## src/core/brot_cfg.svh

```systemverilog
// byte rotate unit constants
`ifndef BROT_CFG_SVH
`define BROT_CFG_SVH
`define BROT_W 8
`define BROT_OP_W 3
`define BROT_OP_NONE 3'h0
`define BROT_OP_RL_ACC 3'h1
`define BROT_OP_RLC_MEM 3'h2
`define BROT_OP_RLC_ACC 3'h3
`define BROT_OP_RR_MEM 3'h4
`define BROT_RST_BYTE 8'h00
`endif

```

## src/core/brot_pkg.sv

```systemverilog
// byte rotate unit types
package brot_pkg;
  // decoded operation control
  typedef struct packed {
    logic go;
    logic left;
    logic thru_c;
    logic to_acc;
  } brot_ctl_t;
  // result carrier
  typedef struct packed {
    logic mem_we;
    logic acc_we;
    logic c_we;
    logic c;
    logic [7:0] data;
  } brot_res_t;
endpackage

```

## src/core/brot_unit.sv

```systemverilog
// byte rotate datapath
`timescale 1ns/1ps
`default_nettype none
`include "brot_cfg.svh"

// Overview of operation
// RULE1 - left rotate to accumulator, bit7 wraps, no flags
// RULE2 - accumulator variant leaves memory untouched
// RULE3 - nine-bit left ring through carry to memory
// RULE4 - carry ring result to accumulator, memory kept
// RULE5 - right rotate, bit0 wraps to bit7, memory
// RULE6 - eight-bit operands; opcode picks direction, carry, target
module brot_unit (
  // clock and reset
  input wire logic clk_sys,
  input wire logic sys_rst,
  input wire logic clk_en,
  // operation request
  input wire logic op_valid,
  input wire logic [`BROT_OP_W-1:0] op_code,
  input wire logic [`BROT_W-1:0] mem_rdata,
  input wire logic carry_in,
  // results
  output logic [`BROT_W-1:0] mem_wdata,
  output logic mem_we,
  output logic [`BROT_W-1:0] accumulator,
  output logic acc_we,
  output logic carry_out,
  output logic carry_we
);

  // ==========================================
  // decode
  function automatic brot_pkg::brot_ctl_t brot_decode(
    input logic [`BROT_OP_W-1:0] op);
    brot_pkg::brot_ctl_t c;
    c = '0;
    case (op)
      `BROT_OP_RL_ACC: c = 4'hd;
      `BROT_OP_RLC_MEM: c = 4'he;
      `BROT_OP_RLC_ACC: c = 4'hf;
      `BROT_OP_RR_MEM: c = 4'h8;
      default: c = '0;
    endcase
    return c;
  endfunction

  wire brot_pkg::brot_ctl_t ctl = brot_decode(op_code); // see RULE6
  wire logic take = op_valid & ctl.go;
  wire logic wrap_l = ctl.thru_c ? carry_in : mem_rdata[7]; // see RULE3
  wire logic [7:0] rot_l = {mem_rdata[6:0], wrap_l}; // see RULE1
  wire logic [7:0] rot_r = {mem_rdata[0], mem_rdata[7:1]}; // see RULE5
  wire brot_pkg::brot_res_t res_nxt = '{
    mem_we: take & ~ctl.to_acc, // see RULE2
    acc_we: take & ctl.to_acc, // see RULE4
    c_we: take & ctl.thru_c, // see RULE3
    c: ctl.thru_c ? mem_rdata[7] : carry_in,
    data: ctl.left ? rot_l : rot_r};

  // ==========================================
  // write strobes
  always_ff @(posedge clk_sys) begin
    if (sys_rst) begin
      mem_we <= 1'b0;
      acc_we <= 1'b0;
      carry_we <= 1'b0;
    end else if (clk_en) begin
      mem_we <= res_nxt.mem_we;
      acc_we <= res_nxt.acc_we;
      carry_we <= res_nxt.c_we;
    end
  end

  // result data
  always_ff @(posedge clk_sys) begin
    if (sys_rst) begin
      mem_wdata <= `BROT_RST_BYTE;
      carry_out <= 1'b0;
    end else if (clk_en) begin
      mem_wdata <= res_nxt.data;
      carry_out <= res_nxt.c;
    end
  end

  // accumulator
  always_ff @(posedge clk_sys) begin
    if (sys_rst) begin
      accumulator <= `BROT_RST_BYTE;
    end else if (clk_en && res_nxt.acc_we) begin
      accumulator <= res_nxt.data; // see RULE2
    end
  end

  // ==========================================
  // checks
  property p_rl_acc;
    @(posedge clk_sys) disable iff (sys_rst)
    (clk_en && op_valid && op_code == `BROT_OP_RL_ACC) |=>
      acc_we && !mem_we && !carry_we &&
      accumulator == {$past(mem_rdata[6:0]), $past(mem_rdata[7])};
  endproperty
  a_rl_acc: assert property (p_rl_acc) // see RULE1
    else $error("rl to acc wrong");

  property p_acc_no_mem;
    @(posedge clk_sys) disable iff (sys_rst)
    acc_we |-> !mem_we;
  endproperty
  a_acc_no_mem: assert property (p_acc_no_mem) // see RULE2
    else $error("acc op wrote memory");

  property p_rlc_mem;
    @(posedge clk_sys) disable iff (sys_rst)
    (clk_en && op_valid && op_code == `BROT_OP_RLC_MEM) |=>
      mem_we && carry_we && carry_out == $past(mem_rdata[7]) &&
      mem_wdata == {$past(mem_rdata[6:0]), $past(carry_in)};
  endproperty
  a_rlc_mem: assert property (p_rlc_mem) // see RULE3
    else $error("rlc to memory wrong");

  property p_rlc_acc;
    @(posedge clk_sys) disable iff (sys_rst)
    (clk_en && op_valid && op_code == `BROT_OP_RLC_ACC) |=>
      acc_we && !mem_we && carry_we &&
      carry_out == $past(mem_rdata[7]) &&
      accumulator == {$past(mem_rdata[6:0]), $past(carry_in)};
  endproperty
  a_rlc_acc: assert property (p_rlc_acc) // see RULE4
    else $error("rlc to acc wrong");

  property p_rr_mem;
    @(posedge clk_sys) disable iff (sys_rst)
    (clk_en && op_valid && op_code == `BROT_OP_RR_MEM) |=>
      mem_we && !acc_we && !carry_we &&
      mem_wdata == {$past(mem_rdata[0]), $past(mem_rdata[7:1])};
  endproperty
  a_rr_mem: assert property (p_rr_mem) // see RULE5
    else $error("rr wrong");

  property p_idle;
    @(posedge clk_sys) disable iff (sys_rst)
    (clk_en && !(op_valid && op_code inside {`BROT_OP_RL_ACC,
      `BROT_OP_RLC_MEM, `BROT_OP_RLC_ACC, `BROT_OP_RR_MEM})) |=>
      !mem_we && !acc_we && !carry_we && $stable(accumulator);
  endproperty
  a_idle: assert property (p_idle) // see RULE6
    else $error("write without valid op");

  property p_hold;
    @(posedge clk_sys) disable iff (sys_rst)
    !clk_en |=> $stable(mem_we) && $stable(accumulator) &&
      $stable(carry_out);
  endproperty
  a_hold: assert property (p_hold) // see RULE6
    else $error("state moved while disabled");

  property p_rst_clear;
    @(posedge clk_sys)
    sys_rst |=> !mem_we && !acc_we && !carry_we && !carry_out &&
      mem_wdata == `BROT_RST_BYTE && accumulator == `BROT_RST_BYTE;
  endproperty
  a_rst_clear: assert property (p_rst_clear) // see RULE6
    else $error("outputs not cleared by reset");

  property p_carry_with_data;
    @(posedge clk_sys) disable iff (sys_rst)
    carry_we |->
      (mem_we || acc_we);
  endproperty
  a_carry_with_data: assert property (p_carry_with_data) // see RULE3
    else $error("carry written without a result");

  property p_acc_only_on_we;
    @(posedge clk_sys) disable iff (sys_rst)
    $changed(accumulator) |->
      acc_we;
  endproperty
  a_acc_only_on_we: assert property (p_acc_only_on_we) // see RULE2
    else $error("accumulator moved without a write");

  property p_rr_keeps_acc;
    @(posedge clk_sys) disable iff (sys_rst)
    (clk_en && op_valid && op_code == `BROT_OP_RR_MEM) |=>
      $stable(accumulator) && !carry_we;
  endproperty
  a_rr_keeps_acc: assert property (p_rr_keeps_acc) // see RULE5
    else $error("right rotate touched acc or carry");

  property p_acc_matches_data;
    @(posedge clk_sys) disable iff (sys_rst)
    acc_we |->
      accumulator == mem_wdata;
  endproperty
  a_acc_matches_data: assert property (p_acc_matches_data) // see RULE4
    else $error("acc differs from result byte");

  property p_freeze_data;
    @(posedge clk_sys) disable iff (sys_rst)
    !clk_en |=> $stable(mem_wdata) && $stable(acc_we) &&
      $stable(carry_we);
  endproperty
  a_freeze_data: assert property (p_freeze_data) // see RULE6
    else $error("data moved while disabled");

  property p_one_target;
    @(posedge clk_sys) disable iff (sys_rst)
    mem_we |->
      !acc_we;
  endproperty
  a_one_target: assert property (p_one_target) // see RULE2
    else $error("two destinations written");

  property p_rl_acc_keeps_carry;
    @(posedge clk_sys) disable iff (sys_rst)
    (clk_en && op_valid && op_code == `BROT_OP_RL_ACC) |=>
      !carry_we && !mem_we;
  endproperty
  a_rl_acc_keeps_carry: assert property (p_rl_acc_keeps_carry) // see RULE1
    else $error("rl to acc touched carry or memory");

endmodule
`default_nettype wire

```

## config.mk

```make
export PLATFORM = sky130hd
export DESIGN_NAME = brot_unit
export DESIGN_NICKNAME = d
export VERILOG_FILES = /design/src/core/brot_pkg.sv /design/src/core/brot_unit.sv
export VERILOG_INCLUDE_DIRS = /design/src /design/src/core
export SDC_FILE = /design/constraint.sdc
export NUM_CORES = 1
export LEC_CHECK = 0
export BUFFER_PORTS_ARGS = -buffer_cell sky130_fd_sc_hd__buf_2
export CAP_MARGIN = 20
export CORE_MARGIN = 3
export CORE_UTILIZATION = 41
export CTS_CLUSTER_SIZE = 20
export DETAILED_ROUTE_END_ITERATION = 16
export PLACE_DENSITY_LB_ADDON = 0.05
export SLEW_MARGIN = 20
export SYNTH_ARGS = -nofsm -noshare
export SYNTH_HDL_FRONTEND = slang
export SYNTH_SLANG_ARGS = --single-unit
```

## constraint.sdc

```tcl
create_clock -name clk_sys -period 1.05 [get_ports clk_sys]
set_clock_uncertainty 0.1 [all_clocks]
set_input_delay 0.21 -clock clk_sys [delete_from_list [all_inputs] [get_ports clk_sys]]
set_output_delay 0.21 -clock clk_sys [all_outputs]
set_load 0.01 [all_outputs]
```

### Yosys cells after proc, flatten, opt, wreduce, memory -nomap -nowiden

Index checks and enable logic that the tools add are counted.

* input port bits: 16
* logic and storage cells: 20
* output and inout bits: 20
* bits in registers: 20

* bitwise gates (word level): 5
* multiplexer cells: 4
* equal/unequal tests: 4
* reduce and logical (&&, ||, !) cells: 1

Operators with widths (count)
* $pmux W4 S4: 1
* $mux W8: 1
* $eq A3 B2 Y1 const B: 2
* $and A1 B1 Y1: 4
* $eq A3 B1 Y1 const B: 1
* $eq A3 B3 Y1 const B: 1
* $mux W1: 2
* $logic_and A1 B1 Y1: 1
* $not A1 Y1: 1

### Depth between registers and ports, before layout

Gate-level depths: netlist of run 1.

* depth in word-level cells: 5
* depth in mapped cells: 5
* gate-level depth less buffers: 3

### Least setup slack after synthesis of run 1

No wires, ideal clock.

* path type: input-to-reg
* start: input port op_code[2]
* end: register mem_wdata[0]
* data required time: 0.818 ns
* stages: 3
* data arrival time: 0.918 ns
* slack: -0.100 ns
* cells stage by stage: or4b_1 > o2111ai_1 > a21oi_1

* word-level cells in the longest chain between the ends: 4
* elaborated cells between the ends (all ways): 7
* classes of those cells: eq/ne (4); mux (3)

RTL lines
* start, declared: line brot_unit.sv:20 `` input wire logic [`BROT_OP_W-1:0] op_code, ``
* $eq A3 B3 Y1 (tied with other cells): line brot_unit.sv:38 `case (op)`
* $pmux W4 S4 *: line brot_unit.sv:38
* $mux W1: line brot_unit.sv:50 `wire logic wrap_l = ctl.thru_c ? carry_in : mem_rdata[7];`
* $mux W8 *: line brot_unit.sv:58 `data: ctl.left ? rot_l : rot_r};`
* end signal, assigned: line brot_unit.sv:77 `` mem_wdata <= `BROT_RST_BYTE; ``
* end signal, assigned: line brot_unit.sv:80 `mem_wdata <= res_nxt.data;`
* end, declared: line brot_unit.sv:24 `` output logic [`BROT_W-1:0] mem_wdata, ``

Every way passes the cells marked *; elsewhere a longest branch is shown, timed or not.
A chain may end at the register's enable or synchronous reset.

### Worst setup path in the final report of run 1

* start: register accumulator[6]
* end: output port accumulator[6]

RTL lines
* start, declared: line brot_unit.sv:26 `` output logic [`BROT_W-1:0] accumulator, ``
* start signal, assigned: line brot_unit.sv:88 `` accumulator <= `BROT_RST_BYTE; ``
* start signal, assigned: line brot_unit.sv:90 `accumulator <= res_nxt.data;`

No word-level cell between the ends.

==> flow_summary_export.csv, run 1 <==
group,metric,value,unit
outcome,status,"complete, but fails checks",
outcome,violations,"setup timing",
floorplan,ios,36,
worst_setup_path,cp-end-kind,"output pin",
pwr,p_comb_share,17.8,%
clock_tree,cts_tree,"yes",
place,port_buffers,35,
route,drc,0,
route,postRouteAntennaNets,0,
sta,grt_setup_unrepaired,"true",
clock_tree,cts.root.buffer_cell,"clkbuf_4",
hold_path,hold_class,"input port to register",
route,avgViaCountPerCell,5.12,
clock_tree,htree_levels,1,
route,routed_wl,2060,um
place,place_ws,-0.290,ns
logic_synthesis,ys_ff_latch,20,
worst_setup_path,cp_num_cells,1,
global_routing,grt_pass1_vias,765,
logic_synthesis,ys_top_cells_by_area,"dfxtp_1 48%, a211oi_1 13%, mux2i_1 9.5%",
global_routing,grtUsageMet2,28.5,%
sta,setup_viol,20,
floorplan,die-width,51.3,um
worst_setup_path,worstPathCellList,"buf_6",
sta,tightest_slew,0.344,ns
global_routing,grt_max_degree,21,
clock_tree,clock_latency,0.29,ns
clock_tree,clk_pin_slew,0.12,ns
global_routing,grt_pass1_wl,3510,um
worst_setup_path,criticalPathCategory,"register to output pin",
worst_setup_path,crit_slowest_cell,"dfxtp_2",
sta,layout_setup_ws,-0.0190,ns
logic_synthesis,syn_inst,87,
flow_run,max-cap-violations,0,
floorplan,dieArea,2630,um2
pwr,p_int,1360,uW
clock_tree,cts_buffers,3,
global_routing,antenna_found_initial,0,
global_routing,overflow,0,
logic_synthesis,syn-num-nets,103,
sta,period_share,102,%
finish,fin_nets,146,
sta,holdWs,0.157,ns
place,dpl_cell_area,1090,um2
pwr,p_clk_share,35.1,%
pwr,seq_power_share,47.0,%
pwr,switching_share,22.9,%
worst_setup_path,crit_family,"flip-flops",
logic_synthesis,synth_top_area_share,47.5,%
finish,syn_to_final_growth,57.4,%
worst_setup_path,critPathRequiredTime,0.74,ns
logic_synthesis,yosys.area.top_type,"dfxtp_1",
sta,setup_tns,-0.197,ns
route,num_vias,789,
global_routing,grtUsageMet3,4.37,%
hold_path,holdPathStages,3,
global_routing,grt_usage,17.9,%
worst_setup_path,cp_num_buf_inv,1,
pwr,p_leak,0.000571,uW
pwr,p_sw,404,uW
clock_tree,cts.sinks,20,
sta,fmax,935,MHz
worst_setup_path,startpoint_type,"register",
finish,post_route_cells_drive_above_1_share,58.9,%
global_routing,met1_usage,22.8,%
pwr,vdd_drop_max,0.952,mV
floorplan,start_util,45.8,%
finish,fin_area,1330,um2
worst_setup_path,worst-r2r-cell-count,3,
place,place.gp.congestion,0.730,
floorplan,rows,15,
worst_setup_path,crit_fanout,2,
global_routing,gr-max-usage-layer,"met2",
finish,n_antenna_cell,0,
route,firstDrtPassIters,4,
logic_synthesis,ys_warn_count,0,
place,hpwl,1440,um
clock_tree,cts_buffer_depth,2,
route,wl_per_cell,13.4,um
floorplan,core-area,1840,um2
sta,hold_viol,0,
logic_synthesis,synth_area_per_cell,9.68,um2
sta,slew_violations,0,
logic_synthesis,synth_cell_types,20,
pwr,powerDensity,1330,nW/um2
logic_synthesis,seq_area_frac_synth,47.5,%
worst_setup_path,cpPeakStageDelay,0.35,ns
logic_synthesis,syn-cell-area,842,um2
sta,slew_headroom,77.1,%
worst_setup_path,arrival,0.76,ns
sta,finalCriticalPeriod,1.07,ns
route,drtIter0Drc,3,
floorplan,die_y,51.3,um
## state kept, by name, summed over array words and instances (netlist names)
name / count
mem_wdata: 8
mem_we: 1
accumulator: 8
acc_we: 1
carry_out: 1
carry_we: 1
## tightest hold or removal path, stage by stage
cell and delay [ns]:
buf_2 0.13, nand4b_1 0.12, a21oi_1 0.06
## per-stage QoR
stage                     total power (uW)  std cells  utilization [%]
after floorplan                        982         87                -
after global routing                  1850        154             72.0
final                                 1770        154             72.0
after global placement                1090        146             59.1
after detailed placement              1090        146             59.1
after CTS                             1790        152             71.0
## cell families (layout without fill, tap and decap cells)
group	count (synthesis)	after routing	share of synthesized area [%]
DFF	20	20	47.5
AOI/OAI and AO/OA	24	24	20.5
muxes	8	8	9.51
xor gates and xnor gates	1	1	1.04
and+or+nand+nor	26	26	15.6
buffers and inverters	8	50	5.79
## layout by cell type (no fill, tap or decap), types with 2 or more instances in the layout
cell type / netlist / routed
clkbuf_4: 0 / 3
o2111ai_2: 0 / 2
nand2_1: 3 / 3
buf_2: 0 / 15
a21oi_1: 5 / 5
buf_6: 2 / 20
mux2i_1: 8 / 8
nand4b_1: 2 / 2
buf_4: 1 / 9
nor2_1: 16 / 16
a211oi_1: 15 / 14
dfxtp_2: 0 / 20
## synth_stat cells (all sizes together)
cell and instances:
mux2i 8, or4b 1, clkbuf 4, a211oi 15
o21ba 1, nand2b 1, inv 1, dfxtp 20
nand4b 2, or3b 1, o2111ai 2, a21oi 5
o21bai 1, nand2 3, and4b 1, buf 3
xor2 1, nor2 16, or2b 1
## cell type report
type	count	area, um2
clock inverter	1	30.0
sequential	20	425
timing repair buffer	45	388
multi-input combinational	59	424
fill	154	514
tap	25	31.3
inverter	1	3.75
clock buffer	3	22.5
## metal layers
metal / wire (um) / part of all wire [%] / vias to the layer above
li1: - / - / 400
met1: 921 / 45 / 369
met2: 1010 / 49 / 18
met3: 110 / 5.3 / 2
met4: 17 / 0.82 / 0
met5: 0 / 0 / -
## power groups by stage
stage | Combinational, uW | Sequential (uW) | Clock [uW]
after detailed placement | 261 | 832 | 0
after global placement | 256 | 831 | 0
after CTS | 311 | 831 | 647
final | 315 | 831 | 620
after global routing | 348 | 836 | 670
after floorplan | 130 | 852 | 0
## repair_timing
action | 4_1_cts | 5_1_grt
endpoints found under the setup margin | 20 | 21
hold buffers | 0 | 0
buffers inserted | 2 | 2
gates resized for setup | 40 | 1
## final timing paths
check,to,slack (ns),start
worst max register to register,accumulator[5],0.19,accumulator[5]
worst min register to register,mem_we,0.38,mem_we
worst max-delay path,accumulator[6],-0.02,accumulator[6]
worst min-delay path,mem_we,0.16,op_code[0]
(Power assumes the default switching activity.)
==> inputs of run 2 (changes only) <==
ABC_AREA = 1   (was not set)
CAP_MARGIN = not set   (was 20)
CORE_UTILIZATION = 43   (was 41)
==> flow_summary_export.csv, run 2 <==
group,metric,value,unit
finish,final_common_cell,"nand2_1",
sta,slew_headroom,75.8,%
pwr,vdd_drop_max,1.93,mV
finish,multi_input_area,454,um2
worst_setup_path,cp_num_buf_inv,1,
logic_synthesis,yosys.area.top_type,"dfxtp_1",
global_routing,overflow,0,
outcome,violations,"setup timing",
sta,period_share,103,%
worst_setup_path,cp-end-kind,"output pin",
outcome,status,"complete, but fails checks",
route,drtIter0Drc,12,
worst_setup_path,worst-r2r-cell-count,5,
route,num_vias,1000,
logic_synthesis,ys_ff_latch,20,
logic_synthesis,synthArstFlopShare,0,%
finish,n_antenna_cell,0,
worst_setup_path,criticalPathCategory,"register to output pin",
logic_synthesis,ys_warn_count,0,
hold_path,holdPathStages,3,
floorplan,die_y,53.9,um
clock_tree,cts_tree,"yes",
pwr,p_leak,0.000783,uW
logic_synthesis,synth_area_per_cell,6.40,um2
route,firstDrtPassIters,4,
pwr,powerDensity,1280,nW/um2
finish,fillCellCount,194,
logic_synthesis,syn-cell-area,986,um2
finish,post_route_cells_drive_above_1_share,38.3,%
floorplan,rows,16,
route,avgViaCountPerCell,4.55,
sta,layout_setup_ws,-0.0346,ns
clock_tree,cts_hold_buf,0,
worst_setup_path,crit_slowest_cell,"dfxtp_2",
finish,seq_area,425,um2
logic_synthesis,ys.flop_type,"dfxtp_1",
global_routing,grt_max_degree,21,
worst_setup_path,crit_fanout,2,
flow_run,max-cap-violations,0,
sta,finalCriticalPeriod,1.08,ns
logic_synthesis,syn-num-nets,170,
sta,grt_setup_unrepaired,"true",
finish,fin_nets,210,
logic_synthesis,ys_top_cells_by_count,"40 x nand2_1, 34 x nor2_1, 21 x inv_1",
sta,fmax,922,MHz
logic_synthesis,syn_inst,154,
place,hpwl,1740,um
clock_tree,cts.sinks,20,
clock_tree,clock_latency,0.31,ns
place,port_buffers,35,
global_routing,grt_pass1_vias,978,
finish,layout_common_cells,"40 x nand2_1, 34 x nor2_1, 21 x inv_1",
clock_tree,cts_buffers,3,
sta,slew_violations,0,
worst_setup_path,crit_family,"flip-flops",
worst_setup_path,critPathRequiredTime,0.74,ns
route,wl_per_cell,10.5,um
sta,setup_viol,20,
clock_tree,htree_levels,1,
route,postRouteAntennaNets,0,
logic_synthesis,synth_cell_types,19,
pwr,power,1800,uW
sta,hold_viol,0,
floorplan,die-width,53.9,um
global_routing,grt_pass1_wl,3990,um
global_routing,antenna_found_initial,0,
global_routing,grt_usage,19.0,%
floorplan,start_util,47.8,%
hold_path,hold_class,"input port to register",
clock_tree,clk_pin_slew,0.12,ns
finish,largestRegisters,"accumulator (8), mem_wdata (8)",
worst_setup_path,worstPathCellList,"buf_6",
sta,tightest_slew,0.362,ns
worst_setup_path,cp_num_cells,1,
logic_synthesis,synth_edf_count,0,
place,dpl_cell_area,1180,um2
logic_synthesis,ys_top_cells_by_area,"dfxtp_1 41%, nand2_1 15%, nor2_1 13%",
worst_setup_path,arrival,0.77,ns
floorplan,core-area,2060,um2
route,drc,0,
finish,fin_area,1400,um2
logic_synthesis,seq_area_frac_synth,40.6,%
clock_tree,cts.root.buffer_cell,"clkbuf_4",
place,place.gp.congestion,0.702,
route,routed_wl,2310,um
floorplan,dieArea,2900,um2
finish,syn_to_final_growth,42.1,%
worst_setup_path,cpPeakStageDelay,0.35,ns
logic_synthesis,synth_top_area_share,40.6,%
logic_synthesis,yosysMostFrequentCell,"nand2_1",
clock_tree,cts_buffer_depth,2,
worst_setup_path,startpoint_type,"register",
floorplan,ios,36,
-- run 2: cell count changes after synthesis, sizes merged, moves of 2 or more --
| cell | delta |
|---|---|
| nand2 | +39 |
| nor2 | +22 |
| clkbuf | -3 |
| nand3 | +19 |
| o21ai | +2 |
| nand4b | -2 |
| inv | +22 |
| mux2i | -8 |
| o2111ai | -2 |
| a211oi | -15 |
-- run 2: metrics by stage --
stage | cells | TNS (ns) | setup slack [ns] | util (%) | hold WS, ns
after floorplan | 154 | 0 | 0.00374 | - | 0.269
after global placement | 214 | -1.06 | -0.104 | 57.4 | 0.348
after detailed placement | 214 | -1.31 | -0.124 | 57.4 | 0.357
after CTS | 220 | -0.553 | -0.0375 | 68.0 | 0.101
after global routing | 220 | -1.13 | -0.0712 | 68.0 | 0.116
final | 220 | -0.355 | -0.0346 | 68.0 | 0.104
-- run 2: logic make-up after synthesis --
| family | Yosys count | synth area share, % |
|---|---|---|
| flops | 20 | 40.6 |
| simple gates | 99 | 42.1 |
| buf+inv | 29 | 13.8 |
| compound gates | 6 | 3.43 |
-- run 2: repair_timing --
action	4_1_cts	5_1_grt
pin swaps	0	0
gates cloned	0	0
resized for setup	40	0
setup buffers	2	0
endpoints found under the setup margin	20	20
-- run 2: final cells by class --
class,instances,area share [%]
multi-input cells,105,32.4
flip-flops and latches,20,30.4
inverters,24,6.96
well taps,27,2.41
clock inverters,1,2.14
repair buffers,40,24.1
clock buffers,3,1.61
-- run 2: path summary, 6_finish.rpt --
kind / slack, ns / start / end
worst max-delay path: -0.03 / accumulator[1] / accumulator[1]
worst min-delay path: 0.10 / op_code[1] / carry_we
worst max register to register: 0.17 / accumulator[6] / accumulator[6]
worst min register to register: 0.38 / carry_we / carry_we
-- run 2: report_power, final --
group,internal (uW),switching (uW),total (uW)
Clock,386,241,627
Sequential,806,28.2,834
Combinational,160,175,335
-- run 2: per-layer routing --
layer  GRT usage [%]  wire (um)  vias to the layer above
met5               0          0                        -
met4            2.55         10                        0
met3            6.65        149                        2
met2            32.9       1130                       30
met1            23.1       1010                      427
li1                -          -                      541
==> inputs of run 3 (changes only) <==
SKIP_CTS_REPAIR_TIMING = 1   (was not set)
==> flow_summary_export.csv, run 3 (synthesis results as in run 2) <==
group,metric,value,unit
clock_tree,cts.sinks,20,
sta,fmax,920,MHz
route,num_vias,1002,
worst_setup_path,startpoint_type,"register",
sta,grt_setup_unrepaired,"true",
clock_tree,clk_pin_slew,0.12,ns
clock_tree,clock_latency,0.31,ns
worst_setup_path,cp-end-kind,"output pin",
finish,layout_common_cells,"40 x nand2_1, 34 x nor2_1, 21 x inv_1",
worst_setup_path,crit_family,"flip-flops",
floorplan,dieArea,2900,um2
route,routed_wl,2330,um
global_routing,grt_max_degree,21,
floorplan,die_y,53.9,um
worst_setup_path,crit_fanout,2,
place,port_buffers,35,
sta,slew_headroom,76.1,%
finish,final_common_cell,"nand2_1",
route,avgViaCountPerCell,4.51,
hold_path,worstHoldStart,"op_code[1]",
sta,finalCriticalPeriod,1.09,ns
route,wl_per_cell,10.5,um
place,place.gp.congestion,0.702,
route,firstDrtPassIters,6,
sta,tightest_slew,0.358,ns
sta,setup_viol,20,
worst_setup_path,r2r_end,"accumulator[6]",
hold_path,holdPathStages,3,
floorplan,ios,36,
clock_tree,cts_tree,"yes",
worst_setup_path,cpPeakStageDelay,0.37,ns
pwr,p_leak,0.000793,uW
outcome,status,"complete, but fails checks",
finish,largestRegisters,"accumulator (8), mem_wdata (8)",
clock_tree,htree_levels,1,
finish,fillCellCount,190,
sta,setup_tns,-0.415,ns
worst_setup_path,arrival,0.78,ns
hold_path,hold_class,"input port to register",
worst_setup_path,worstPathCellList,"buf_6",
pwr,power,1810,uW
place,hpwl,1740,um
global_routing,overflow,0,
route,drc,0,
finish,fin_area,1420,um2
floorplan,rows,16,
worst_setup_path,regToRegSetupSlack,0.16,ns
floorplan,core-area,2060,um2
worst_setup_path,critPathRequiredTime,0.74,ns
finish,n_antenna_cell,0,
global_routing,antenna_found_initial,0,
place,dpl_cell_area,1180,um2
worst_setup_path,regToRegStartpoint,"accumulator[6]",
global_routing,grt_usage,18.1,%
floorplan,start_util,47.8,%
finish,syn_to_final_growth,43.7,%
sta,layout_setup_ws,-0.0366,ns
pwr,powerDensity,1280,nW/um2
worst_setup_path,cp_num_buf_inv,1,
clock_tree,cts_buffer_depth,2,
worst_setup_path,crit_slowest_cell,"dfxtp_2",
route,postRouteAntennaNets,0,
pwr,vdd_drop_max,1.94,mV
floorplan,die-width,53.9,um
finish,fin_nets,212,
finish,post_route_cells_drive_above_1_share,39.0,%
sta,slew_violations,0,
worst_setup_path,worst-r2r-cell-count,5,
finish,fin_util,68.7,%
worst_setup_path,criticalPathCategory,"register to output pin",
outcome,violations,"setup timing",
flow_run,max-cap-violations,0,
hold_path,hold_end,"carry_we",
route,drtIter0Drc,9,
sta,period_share,103,%
clock_tree,cts.root.buffer_cell,"clkbuf_4",
sta,hold_viol,0,
global_routing,grt_pass1_wl,3800,um
global_routing,grt_pass1_vias,932,
clock_tree,cts_buffers,3,
[run 3: cell count changes in the layout (fill, tap and decap cells not counted)]
cell / before / now
buf_4: 5 / 7
[run 3: through the flow]
step	worst slack, ns	hold slack, ns	std cells
after CTS	-0.0935	0.108	218
after floorplan	0.00374	0.269	154
after global routing	-0.0712	0.116	222
final	-0.0366	0.102	222
after global placement	-0.104	0.348	214
after detailed placement	-0.124	0.357	214
[run 3: report_power, final]
group	total (uW)	internal (uW)	switching, uW
sequential	834	806	28.2
clock	632	386	246
combinational	340	164	177
[run 3: final cells by class]
type / instances / area [um2] / share of cell area (%)
Multi-Input combinational cell: 105 / 454 / 32.1
Inverter: 24 / 97.6 / 6.89
Clock inverter: 1 / 30.0 / 2.12
Clock buffer: 3 / 22.5 / 1.59
Tap cell: 27 / 33.8 / 2.39
Timing Repair Buffer: 42 / 353 / 24.9
Sequential cell: 20 / 425 / 30.0
[run 3: per-layer routing]
layer | routed length [um] | part of all wire, % | vias to the layer above | global-route usage, %
met2 | 1120 | 48 | 26 | 30.0
met1 | 1060 | 46 | 426 | 23.1
met4 | 10 | 0.43 | 0 | 2.55
met3 | 133 | 5.7 | 2 | 5.82
li1 | - | - | 548 | -
met5 | 0 | 0 | - | 0
[run 3: worst max-delay path by stage]
stage,start,endpoint,depth (start not counted)
after floorplan,clk_en,accumulator[5],10
after global placement,op_code[2],accumulator[6],7
after detailed placement,op_code[2],accumulator[6],7
after CTS,accumulator[6],accumulator[6],1
after global routing,mem_wdata[4],mem_wdata[4],1
final,accumulator[1],accumulator[1],1
